<file path="config.mk">
export PLATFORM = sky130hd
export DESIGN_NAME = bie_exec
export DESIGN_NICKNAME = d
export VERILOG_FILES = /design/src/bie_pkg.sv /design/src/bie_dec_if.sv /design/src/bie_decode.sv /design/src/bie_exec.sv
export SDC_FILE = /design/constraint.sdc
export NUM_CORES = 1
export LEC_CHECK = 0
export BUFFER_PORTS_ARGS = -buffer_cell sky130_fd_sc_hd__buf_2
export CELL_PAD_IN_SITES_DETAIL_PLACEMENT = 0
export CELL_PAD_IN_SITES_GLOBAL_PLACEMENT = 1
export CORE_MARGIN = 1.5
export CORE_UTILIZATION = 30
export DETAILED_ROUTE_END_ITERATION = 6
export PLACE_DENSITY_LB_ADDON = 0.2
export SYNTH_ARGS = -nofsm -noshare
export SYNTH_HDL_FRONTEND = slang
export SYNTH_SLANG_ARGS = --single-unit
</file>
<file path="constraint.sdc">
create_clock -name i_clk -period 1.6 [get_ports i_clk]
set_input_delay 0.32 -clock i_clk [delete_from_list [all_inputs] [get_ports i_clk]]
set_output_delay 0.32 -clock i_clk [all_outputs]
set_load 0.02 [all_outputs]
</file>
<file path="src/bie_pkg.sv">
// shared constants, types and helpers for the branch and increment executor
package bie_pkg;
    localparam int INSTR_W = 12;
    localparam int DATA_W = 8;
    localparam int PC_W = 11;
    localparam int IMM_W = 9;
    localparam int FADDR_W = 5;
    localparam int STATUS_W = 8;

    localparam int JUMP_OP_HI = 11;
    localparam int JUMP_OP_LO = 9;
    localparam logic [2:0] JUMP_OPCODE = 3'h5;
    localparam int INC_OP_HI = 11;
    localparam int INC_OP_LO = 6;
    localparam logic [5:0] INC_OPCODE = 6'h0a;
    localparam logic [5:0] INCSZ_OPCODE = 6'h0f;
    localparam int DEST_BIT = 5;
    localparam int IMM_HI = 8;
    localparam int FADDR_HI = 4;

    localparam int PAGE_HI = 6;
    localparam int PAGE_LO = 5;

    localparam logic [DATA_W-1:0] DATA_ZERO = 8'h00;
    localparam logic [DATA_W-1:0] DATA_ONE = 8'h01;
    localparam logic [PC_W-1:0] PC_ZERO = 11'h000;
    localparam logic [FADDR_W-1:0] FADDR_ZERO = 5'h00;

    typedef enum logic [1:0] {
        BIE_EXEC = 2'b01,
        BIE_NOP = 2'b10
    } bie_state_e;

    function automatic logic [DATA_W-1:0] bie_inc(input logic [DATA_W-1:0] v);
        bie_inc = v + DATA_ONE;
    endfunction

    function automatic logic bie_is_zero(input logic [DATA_W-1:0] v);
        bie_is_zero = (v == DATA_ZERO);
    endfunction
endpackage

</file>
<file path="src/bie_dec_if.sv">
// decoded instruction fields passed from the decoder to the executor
`timescale 1ns/10ps
`default_nettype none
interface bie_dec_if;
    import bie_pkg::*;
    logic is_jump;
    logic is_inc;
    logic is_incsz;
    logic dest_file;
    logic [FADDR_W-1:0] faddr;
    logic [PC_W-1:0] jump_target;
    logic [DATA_W-1:0] inc_result;
    logic inc_zero;

    modport dec (
        output is_jump, is_inc, is_incsz, dest_file, faddr, jump_target, inc_result, inc_zero
    );
    modport exe (
        input is_jump, is_inc, is_incsz, dest_file, faddr, jump_target, inc_result, inc_zero
    );
endinterface
`default_nettype wire

</file>
<file path="src/bie_decode.sv">
// combinational decoder and incrementer for the three handled opcodes
`timescale 1ns/10ps
`default_nettype none
module bie_decode (
    input wire logic [bie_pkg::INSTR_W-1:0] i_instr,
    input wire logic [bie_pkg::DATA_W-1:0] i_file_data,
    input wire logic [bie_pkg::STATUS_W-1:0] i_status,
    bie_dec_if.dec dec
);
    import bie_pkg::*;

    wire logic [2:0] jump_field = i_instr[JUMP_OP_HI:JUMP_OP_LO];
    wire logic [5:0] inc_field = i_instr[INC_OP_HI:INC_OP_LO];
    wire logic [DATA_W-1:0] sum = bie_inc(i_file_data);

    assign dec.is_jump = (jump_field == JUMP_OPCODE);
    assign dec.is_inc = (inc_field == INC_OPCODE);
    assign dec.is_incsz = (inc_field == INCSZ_OPCODE);
    assign dec.dest_file = i_instr[DEST_BIT];
    assign dec.faddr = i_instr[FADDR_HI:0];
    // page bits of status on top, immediate below
    assign dec.jump_target = {i_status[PAGE_HI:PAGE_LO], i_instr[IMM_HI:0]};
    // plain 8-bit add, all ones wraps to zero
    assign dec.inc_result = sum;
    assign dec.inc_zero = bie_is_zero(sum);
endmodule
`default_nettype wire

</file>
<file path="src/bie_exec.sv">
// executor for jump_immediate, increment_register and increment_skip_on_zero
`timescale 1ns/10ps
`default_nettype none
module bie_exec (
    input wire logic i_clk,
    input wire logic i_reset,
    input wire logic i_instr_valid,
    input wire logic [bie_pkg::INSTR_W-1:0] i_instr,
    input wire logic [bie_pkg::DATA_W-1:0] i_file_data,
    input wire logic [bie_pkg::STATUS_W-1:0] i_status,
    output logic o_pc_we,
    output logic [bie_pkg::PC_W-1:0] o_pc_value,
    output logic o_discard,
    output logic o_nop_slot,
    output logic o_w_we,
    output logic [bie_pkg::DATA_W-1:0] o_w_data,
    output logic o_f_we,
    output logic [bie_pkg::FADDR_W-1:0] o_f_addr,
    output logic [bie_pkg::DATA_W-1:0] o_f_data,
    output logic o_z_we,
    output logic o_z_value,
    output logic o_handled
);
    import bie_pkg::*;

    // ****************************************
    // decode
    // ****************************************
    bie_dec_if dec_bus ();

    bie_decode u_decode (
        .i_instr(i_instr),
        .i_file_data(i_file_data),
        .i_status(i_status),
        .dec(dec_bus)
    );

    // ****************************************
    // issue qualification
    // ****************************************
    bie_state_e state_q;
    bie_state_e state_d;

    // the word arriving during the nop slot was fetched before the redirect
    wire logic in_exec = (state_q == BIE_EXEC);
    wire logic issue = i_instr_valid && in_exec;
    wire logic do_jump = issue && dec_bus.is_jump;
    wire logic do_inc = issue && dec_bus.is_inc;
    wire logic do_incsz = issue && dec_bus.is_incsz;
    wire logic do_any_inc = do_inc || do_incsz;
    wire logic skip_now = do_incsz && dec_bus.inc_zero;
    wire logic need_nop = do_jump || skip_now;

    // ****************************************
    // cycle sequencing
    // ****************************************
    always_comb begin
        state_d = state_q;
        case (state_q)
            BIE_EXEC: begin
                if (need_nop) begin
                    state_d = BIE_NOP;
                end
            end
            BIE_NOP: begin
                state_d = BIE_EXEC;
            end
            default: begin
                state_d = BIE_EXEC;
            end
        endcase
    end

    always_ff @(posedge i_clk) begin
        if (i_reset) begin
            state_q <= BIE_EXEC;
        end else begin
            state_q <= state_d;
        end
    end

    // ****************************************
    // next values
    // ****************************************
    logic pc_we_d;
    logic [PC_W-1:0] pc_value_d;
    logic discard_d;
    logic nop_slot_d;
    logic w_we_d;
    logic f_we_d;
    logic z_we_d;
    logic handled_d;
    logic [FADDR_W-1:0] f_addr_d;
    logic [DATA_W-1:0] result_d;

    assign pc_we_d = do_jump;
    assign pc_value_d = do_jump ? dec_bus.jump_target : PC_ZERO;
    assign discard_d = need_nop;
    assign nop_slot_d = (state_q == BIE_NOP);
    assign w_we_d = do_any_inc && !dec_bus.dest_file;
    assign f_we_d = do_any_inc && dec_bus.dest_file;
    // only plain increment touches the zero flag; jump and skip leave it
    assign z_we_d = do_inc;
    assign handled_d = do_jump || do_any_inc;
    assign f_addr_d = do_any_inc ? dec_bus.faddr : FADDR_ZERO;
    assign result_d = do_any_inc ? dec_bus.inc_result : DATA_ZERO;

    // ****************************************
    // program counter and pipeline control
    // ****************************************
    logic pc_we_q;
    logic [PC_W-1:0] pc_value_q;
    logic discard_q;
    logic nop_slot_q;

    always_ff @(posedge i_clk) begin
        if (i_reset) begin
            pc_we_q <= 1'b0;
            pc_value_q <= PC_ZERO;
        end else begin
            pc_we_q <= pc_we_d;
            pc_value_q <= pc_value_d;
        end
    end

    always_ff @(posedge i_clk) begin
        if (i_reset) begin
            discard_q <= 1'b0;
            nop_slot_q <= 1'b0;
        end else begin
            discard_q <= discard_d;
            nop_slot_q <= nop_slot_d;
        end
    end

    // ****************************************
    // accumulator and file register writes
    // ****************************************
    logic w_we_q;
    logic [DATA_W-1:0] w_data_q;
    logic f_we_q;
    logic [FADDR_W-1:0] f_addr_q;
    logic [DATA_W-1:0] f_data_q;

    always_ff @(posedge i_clk) begin
        if (i_reset) begin
            w_we_q <= 1'b0;
            w_data_q <= DATA_ZERO;
        end else begin
            w_we_q <= w_we_d;
            w_data_q <= result_d;
        end
    end

    always_ff @(posedge i_clk) begin
        if (i_reset) begin
            f_we_q <= 1'b0;
            f_addr_q <= FADDR_ZERO;
            f_data_q <= DATA_ZERO;
        end else begin
            f_we_q <= f_we_d;
            f_addr_q <= f_addr_d;
            f_data_q <= result_d;
        end
    end

    // ****************************************
    // zero flag and handled
    // ****************************************
    logic z_we_q;
    logic z_value_q;
    logic handled_q;

    always_ff @(posedge i_clk) begin
        if (i_reset) begin
            z_we_q <= 1'b0;
            z_value_q <= 1'b0;
        end else begin
            z_we_q <= z_we_d;
            z_value_q <= do_inc && dec_bus.inc_zero;
        end
    end

    always_ff @(posedge i_clk) begin
        if (i_reset) begin
            handled_q <= 1'b0;
        end else begin
            handled_q <= handled_d;
        end
    end

    // ****************************************
    // outputs
    // ****************************************
    assign o_pc_we = pc_we_q;
    assign o_pc_value = pc_value_q;
    assign o_discard = discard_q;
    assign o_nop_slot = nop_slot_q;
    assign o_w_we = w_we_q;
    assign o_w_data = w_data_q;
    assign o_f_we = f_we_q;
    assign o_f_addr = f_addr_q;
    assign o_f_data = f_data_q;
    assign o_z_we = z_we_q;
    assign o_z_value = z_value_q;
    assign o_handled = handled_q;
endmodule
`default_nettype wire

</file>
Word level (Yosys, flattened, before mapping)
Index checks and enable logic that the tools add are counted.

word-level totals
  latch bits = 0
  output and inout bits = 40
  word-level logic and storage cells = 37
  input bits = 31
  memories kept = 0
  ROM bits = 0
  bits in registers = 34
  memory bits (writable) = 0

operators by class
  magnitude comparators = 0
  equality and inequality tests = 5
  mux-type cells = 0
  reductions and logical operators = 16
  multipliers = 0
  div/mod/pow operators = 0
  add/sub/neg operators = 1
  shift-type cells = 0
  bitwise operators = 3

operators by type and width
  operator                                                         count
  6-bit by 4-bit == test with 1-bit output, second input constant  2
  8-bit by 1-bit adder with 8-bit output, second input constant    1
  1-bit logical AND                                                8
  8-bit logical NOT                                                1
  2-bit OR reduction                                               3
  3-bit == test, second input constant                             1
  1-bit logical OR                                                 3
  1-bit inverter                                                   3
  2-bit by 1-bit == test with 1-bit output, second input constant  1
  2-bit == test, second input constant                             1
  1-bit logical NOT                                                1

Longest topological paths before layout
  depth in word-level cells = 6
  gate-level depth with buffers = 5
  depth with buffers taken out = 5

Hierarchy
A second synthesis with hierarchy kept.

second synthesis, totals
  cell total of the unflattened synthesis = 129
  area total of the unflattened synthesis = 1336.3 µm²

by module, submodules not included
  module      sequential area each (µm²)  area an instance (µm²)  instances  cells an instance
  bie_exec    680.7                       1032.2                  1          84
  bie_decode  0.0                         304.0                   1          45

Least setup slack after synthesis
OpenSTA, ideal clock, no wires.

  path kind = input port to flip-flop
  start = input i_file_data[1] (netlist name)
  end = register state_q[0]
  stages on the path = 4
  path slack = 0.379 ns
  data required time = 1.460 ns
  library setup time = 0.140 ns
  path buffers = 0
  arrival time = 1.081 ns
  cell sequence = a2111oi_2 -> a41oi_1 -> nor3_2 -> a41oi_1

on the way
  word-level cells in the longest chain between the ends = 4

ends and longest elaborated chain
  what                                    line            RTL
  from (decl)                             bie_exec.sv:9   input wire logic [bie_pkg::DATA_W-1:0] i_file_data,
  8-bit by 1-bit adder with 8-bit output  bie_pkg.sv:35   bie_inc = v + DATA_ONE;
  8-bit logical NOT                       bie_pkg.sv:39   bie_is_zero = (v == DATA_ZERO);
  1-bit logical AND                       bie_exec.sv:51  wire logic skip_now = do_incsz && dec_bus.inc_zero;
  1-bit logical OR                        bie_exec.sv:52  wire logic need_nop = do_jump || skip_now;
  to (signal assigned)                    bie_exec.sv:78  state_q <= state_d;
  to (decl)                               bie_exec.sv:41  bie_state_e state_q;

Every way passes these cells.
A chain may end at the register's enable or synchronous reset.

Worst setup path after layout
  start = register state_q[1]
  end = register f_data_q[4] (netlist: o_f_data[4])

on the way
  word-level cells in the longest chain between the ends = 6
  elaborated cells on any way between the ends = 7
  classes of those cells = eq/ne: 1; bitwise: 1; reduce/logical: 5

ends and longest elaborated chain
  what                                         line                            RTL
  2-bit by 1-bit == test with 1-bit output *   bie_exec.sv:45                  wire logic in_exec = (state_q == BIE_EXEC);
  1-bit logical AND *                          bie_exec.sv:46                  wire logic issue = i_instr_valid && in_exec;
  1-bit logical AND, on equally long branches  bie_exec.sv:48, bie_exec.sv:49
  1-bit logical OR *                           bie_exec.sv:50                  wire logic do_any_inc = do_inc || do_incsz;
  1-bit inverter (no line) *                   -
  2-bit OR reduction (no line) *               -
  to (signal assigned)                         bie_exec.sv:163                 f_data_q <= result_d;
  to (decl)                                    bie_exec.sv:143                 logic [DATA_W-1:0] f_data_q;

Every way passes the cells marked *; elsewhere a longest branch is shown, timed or not.

==> flow_metrics.py <==
metrics = {
    "yosys": {
        "syn-instance-count": 113,
        "synth.top_cell.area_share": 0.5562,
        "ys_seq_elements": 34,
        "yosys_warnings": 0,
        "synth_ff_type": "dfxtp_1",
        "seq_area_frac_synth": 0.5562,
        "synth_cell_types": 28,
        "yosys-top-cells-area": "dfxtp_1 56%, and3_1 6.1%, and2_1 5.6%, buf_4 4.9%, xnor2_1 3.6%",
        "synth_edf_count": 0,
        "synth_most_common_cell": "dfxtp_1",
        "synth_common_cells": "34 x dfxtp_1, 12 x and3_1, 11 x and2_1",
        "netlist_area_um2": 1224,
        "synth_nets": 145,
        "async_reset_ff_frac": 0,
        "yosys.area.top_type": "dfxtp_1",
        "syn_avg_cell_area_um2": 10.83,
    },
    "critical_path": {
        "crit_path_end_kind": "flop",
        "cpPeakStageDelay_ps": 380,
        "rr_startpoint": "state_q[1]",
        "start_kind": "flop",
        "crit_chain": "and4b_1, buf_4, nand2_1, a211o_1, nor2_1",
        "crit_slowest_cell": "a211o_1",
        "crit_arrival_ps": 1560,
        "crit_path_start": "state_q[1]",
        "critical_path_class": "flop to flop",
        "path_max_fanout": 9,
        "crit_required_ps": 1820,
    },
    "cts": {
        "cts_hold_buf": 0,
        "clk_latency_ps": 280,
        "clk_pin_slew_ps": 70,
        "h-tree-depth": 2,
        "clockBufferDepth": 2,
        "clockRootBuffer": "clkbuf_8",
        "cts_buffers": 5,
        "clock-sinks": 34,
        "cts_tree": "built",
    },
    "routing": {
        "drc": 0,
        "highest_layer": "met4",
        "wl_met2_um": 1138,
        "wl_met3_um": 211,
        "wirelength_met1_um": 1132,
        "wl_um": 2539,
        "drt_first_pass_iters": 4,
        "ant_nets": 0,
        "routed_via_density": 4.269,
        "drt_iter0_drc": 37,
        "post_drt_wl_per_cell_um": 11.19,
        "via_count": 969,
    },
    "pwr": {
        "powerDensity_nw_per_um2": 974.9,
        "power.total_mw": 1.617,
        "ir_drop_mv": 0.4624,
        "p_leak_nw": 0.8702,
    },
    "timing": {
        "skew_ps": 5.146,
        "timing_hold_violations_final": 0,
        "fin_crit_sh": 0.8392,
        "slew_headroom": 0.7727,
        "fmax_mhz": 744.8,
        "rsz0062_at_grt": "false",
        "fin_hold_ws_ps": 218.4,
        "min_period_ps": 1343,
        "setup_viol": 0,
        "slew_violations": 0,
        "worst_pin_slew_ps": 338.9,
    },
    "place": {
        "dp_hpwl_um": 1883,
        "gp_congestion": 0.7892,
        "io_buffers": 64,
    },
    "floorplan": {
        "ios": 71,
        "dieArea_um2": 4471,
        "die_height_um": 66.87,
        "floorplan.initialDensity": 0.3081,
        "die_w_um": 66.87,
        "num_rows": 23,
        "core_area_um2": 3971,
    },
    "grt": {
        "overflow": 0,
        "grt_usage": 0.1228,
        "grt_start_max_net_pins": 16,
        "grt_pass1_vias": 881,
        "antenna_found_initial": 0,
        "grt_pass1_wl_um": 3953,
    },
    "finish": {
        "layout.nets": 208,
        "drive_gt1_frac": 0.4689,
        "area_delta_synth_final_pct": 35.58,
        "antenna_cells": 0,
    },
    "job": {
        "drv_cap": 0,
    },
    "min_path": {
        "min-delay-start": "i_instr[5]",
        "hp-class": "input port to flop",
    },
    "status": {
        "status": "complete, no violations",
    },
}
[final timing paths]
kind	slack, ps	end	cells after the start
worst max-delay path	260	o_f_data[4]	5
worst min-delay path	220	o_w_we	2
worst max register to register	260	o_f_data[4]	5
worst min register to register	420	o_nop_slot	1
[report_power, final]
part           internal, mW  total, mW  switching [mW]
clock network         0.345      0.647           0.301
registers             0.852      0.854         0.00166
logic                0.0539      0.117          0.0628
[registers in the layout, summed over array words and instances (netlist names)]
signal	count
o_handled	1
o_w_we	1
o_pc_we	1
o_pc_value	11
o_nop_slot	1
o_discard	1
o_f_addr	5
o_f_we	1
state_q	2
o_z_we	1
o_f_data	8
o_z_value	1
[area by class of cell]
cell class	count	area [µm²]
repair buffers	68	350.3
clock buffers	6	82.58
fillers	429	2312
well taps	50	62.56
clock inverters	2	12.51
flip-flops and latches	34	680.7
multi-input cells	67	470.5
[per-layer routing]
metal / track usage / vias up
met5: 0 / -
met4: 0.06122 / 0
met3: 0.05574 / 6
met2: 0.1950 / 35
met1: 0.1384 / 426
li1: - / 502
[timing repair]
action                                  in CTS  in global routing
buffers inserted                             0                  2
gates resized for setup                      0                  1
endpoints found under the setup margin       0                  5
[kinds of logic (layout without fill, tap and decap cells)]
kind of cell | Yosys count | count (layout) | share of synthesized area
buf+inv | 12 | 76 | 0.06441
compound gates | 8 | 8 | 0.07055
flops | 34 | 34 | 0.5562
simple gates | 51 | 51 | 0.2485
fa+ha+maj | 1 | 1 | 0.01022
xor+xnor | 7 | 7 | 0.05010
[metrics by stage]
stage	setup TNS, ps	setup WS (ps)	area [µm²]	cells	utilization
global route	0	102.6	1659	227	0.4178
detailed placement	-50.71	-30.05	1543	217	0.3885
floorplan	0	379.2	1224	113	-
CTS	0	15.90	1638	225	0.4124
finish	0	257.3	1659	227	0.4178
global placement	-16.98	-14.62	1543	217	0.3885
[critical path: cells and delay by family, from the launching register on]
kind | cells | cell delay (ps)
AO/OA/AOI/OAI | 1 | 380
buffers and inverters | 1 | 110
flip-flops | 1 | 300
AND/OR/NAND/NOR | 3 | 470
[cells in the final DEF, fill, tap and decap left out, types with 3 or more instances in the layout]
| cell type | instances |
|---|---|
| and2_1 | 11 |
| and3_1 | 12 |
| buf_2 | 64 |
| buf_4 | 4 |
| clkbuf_8 | 6 |
| dfxtp_1 | 34 |
| nand2_1 | 3 |
| nor2_1 | 10 |
| xnor2_1 | 5 |
Note: power is estimated with default switching activity, not from simulation.
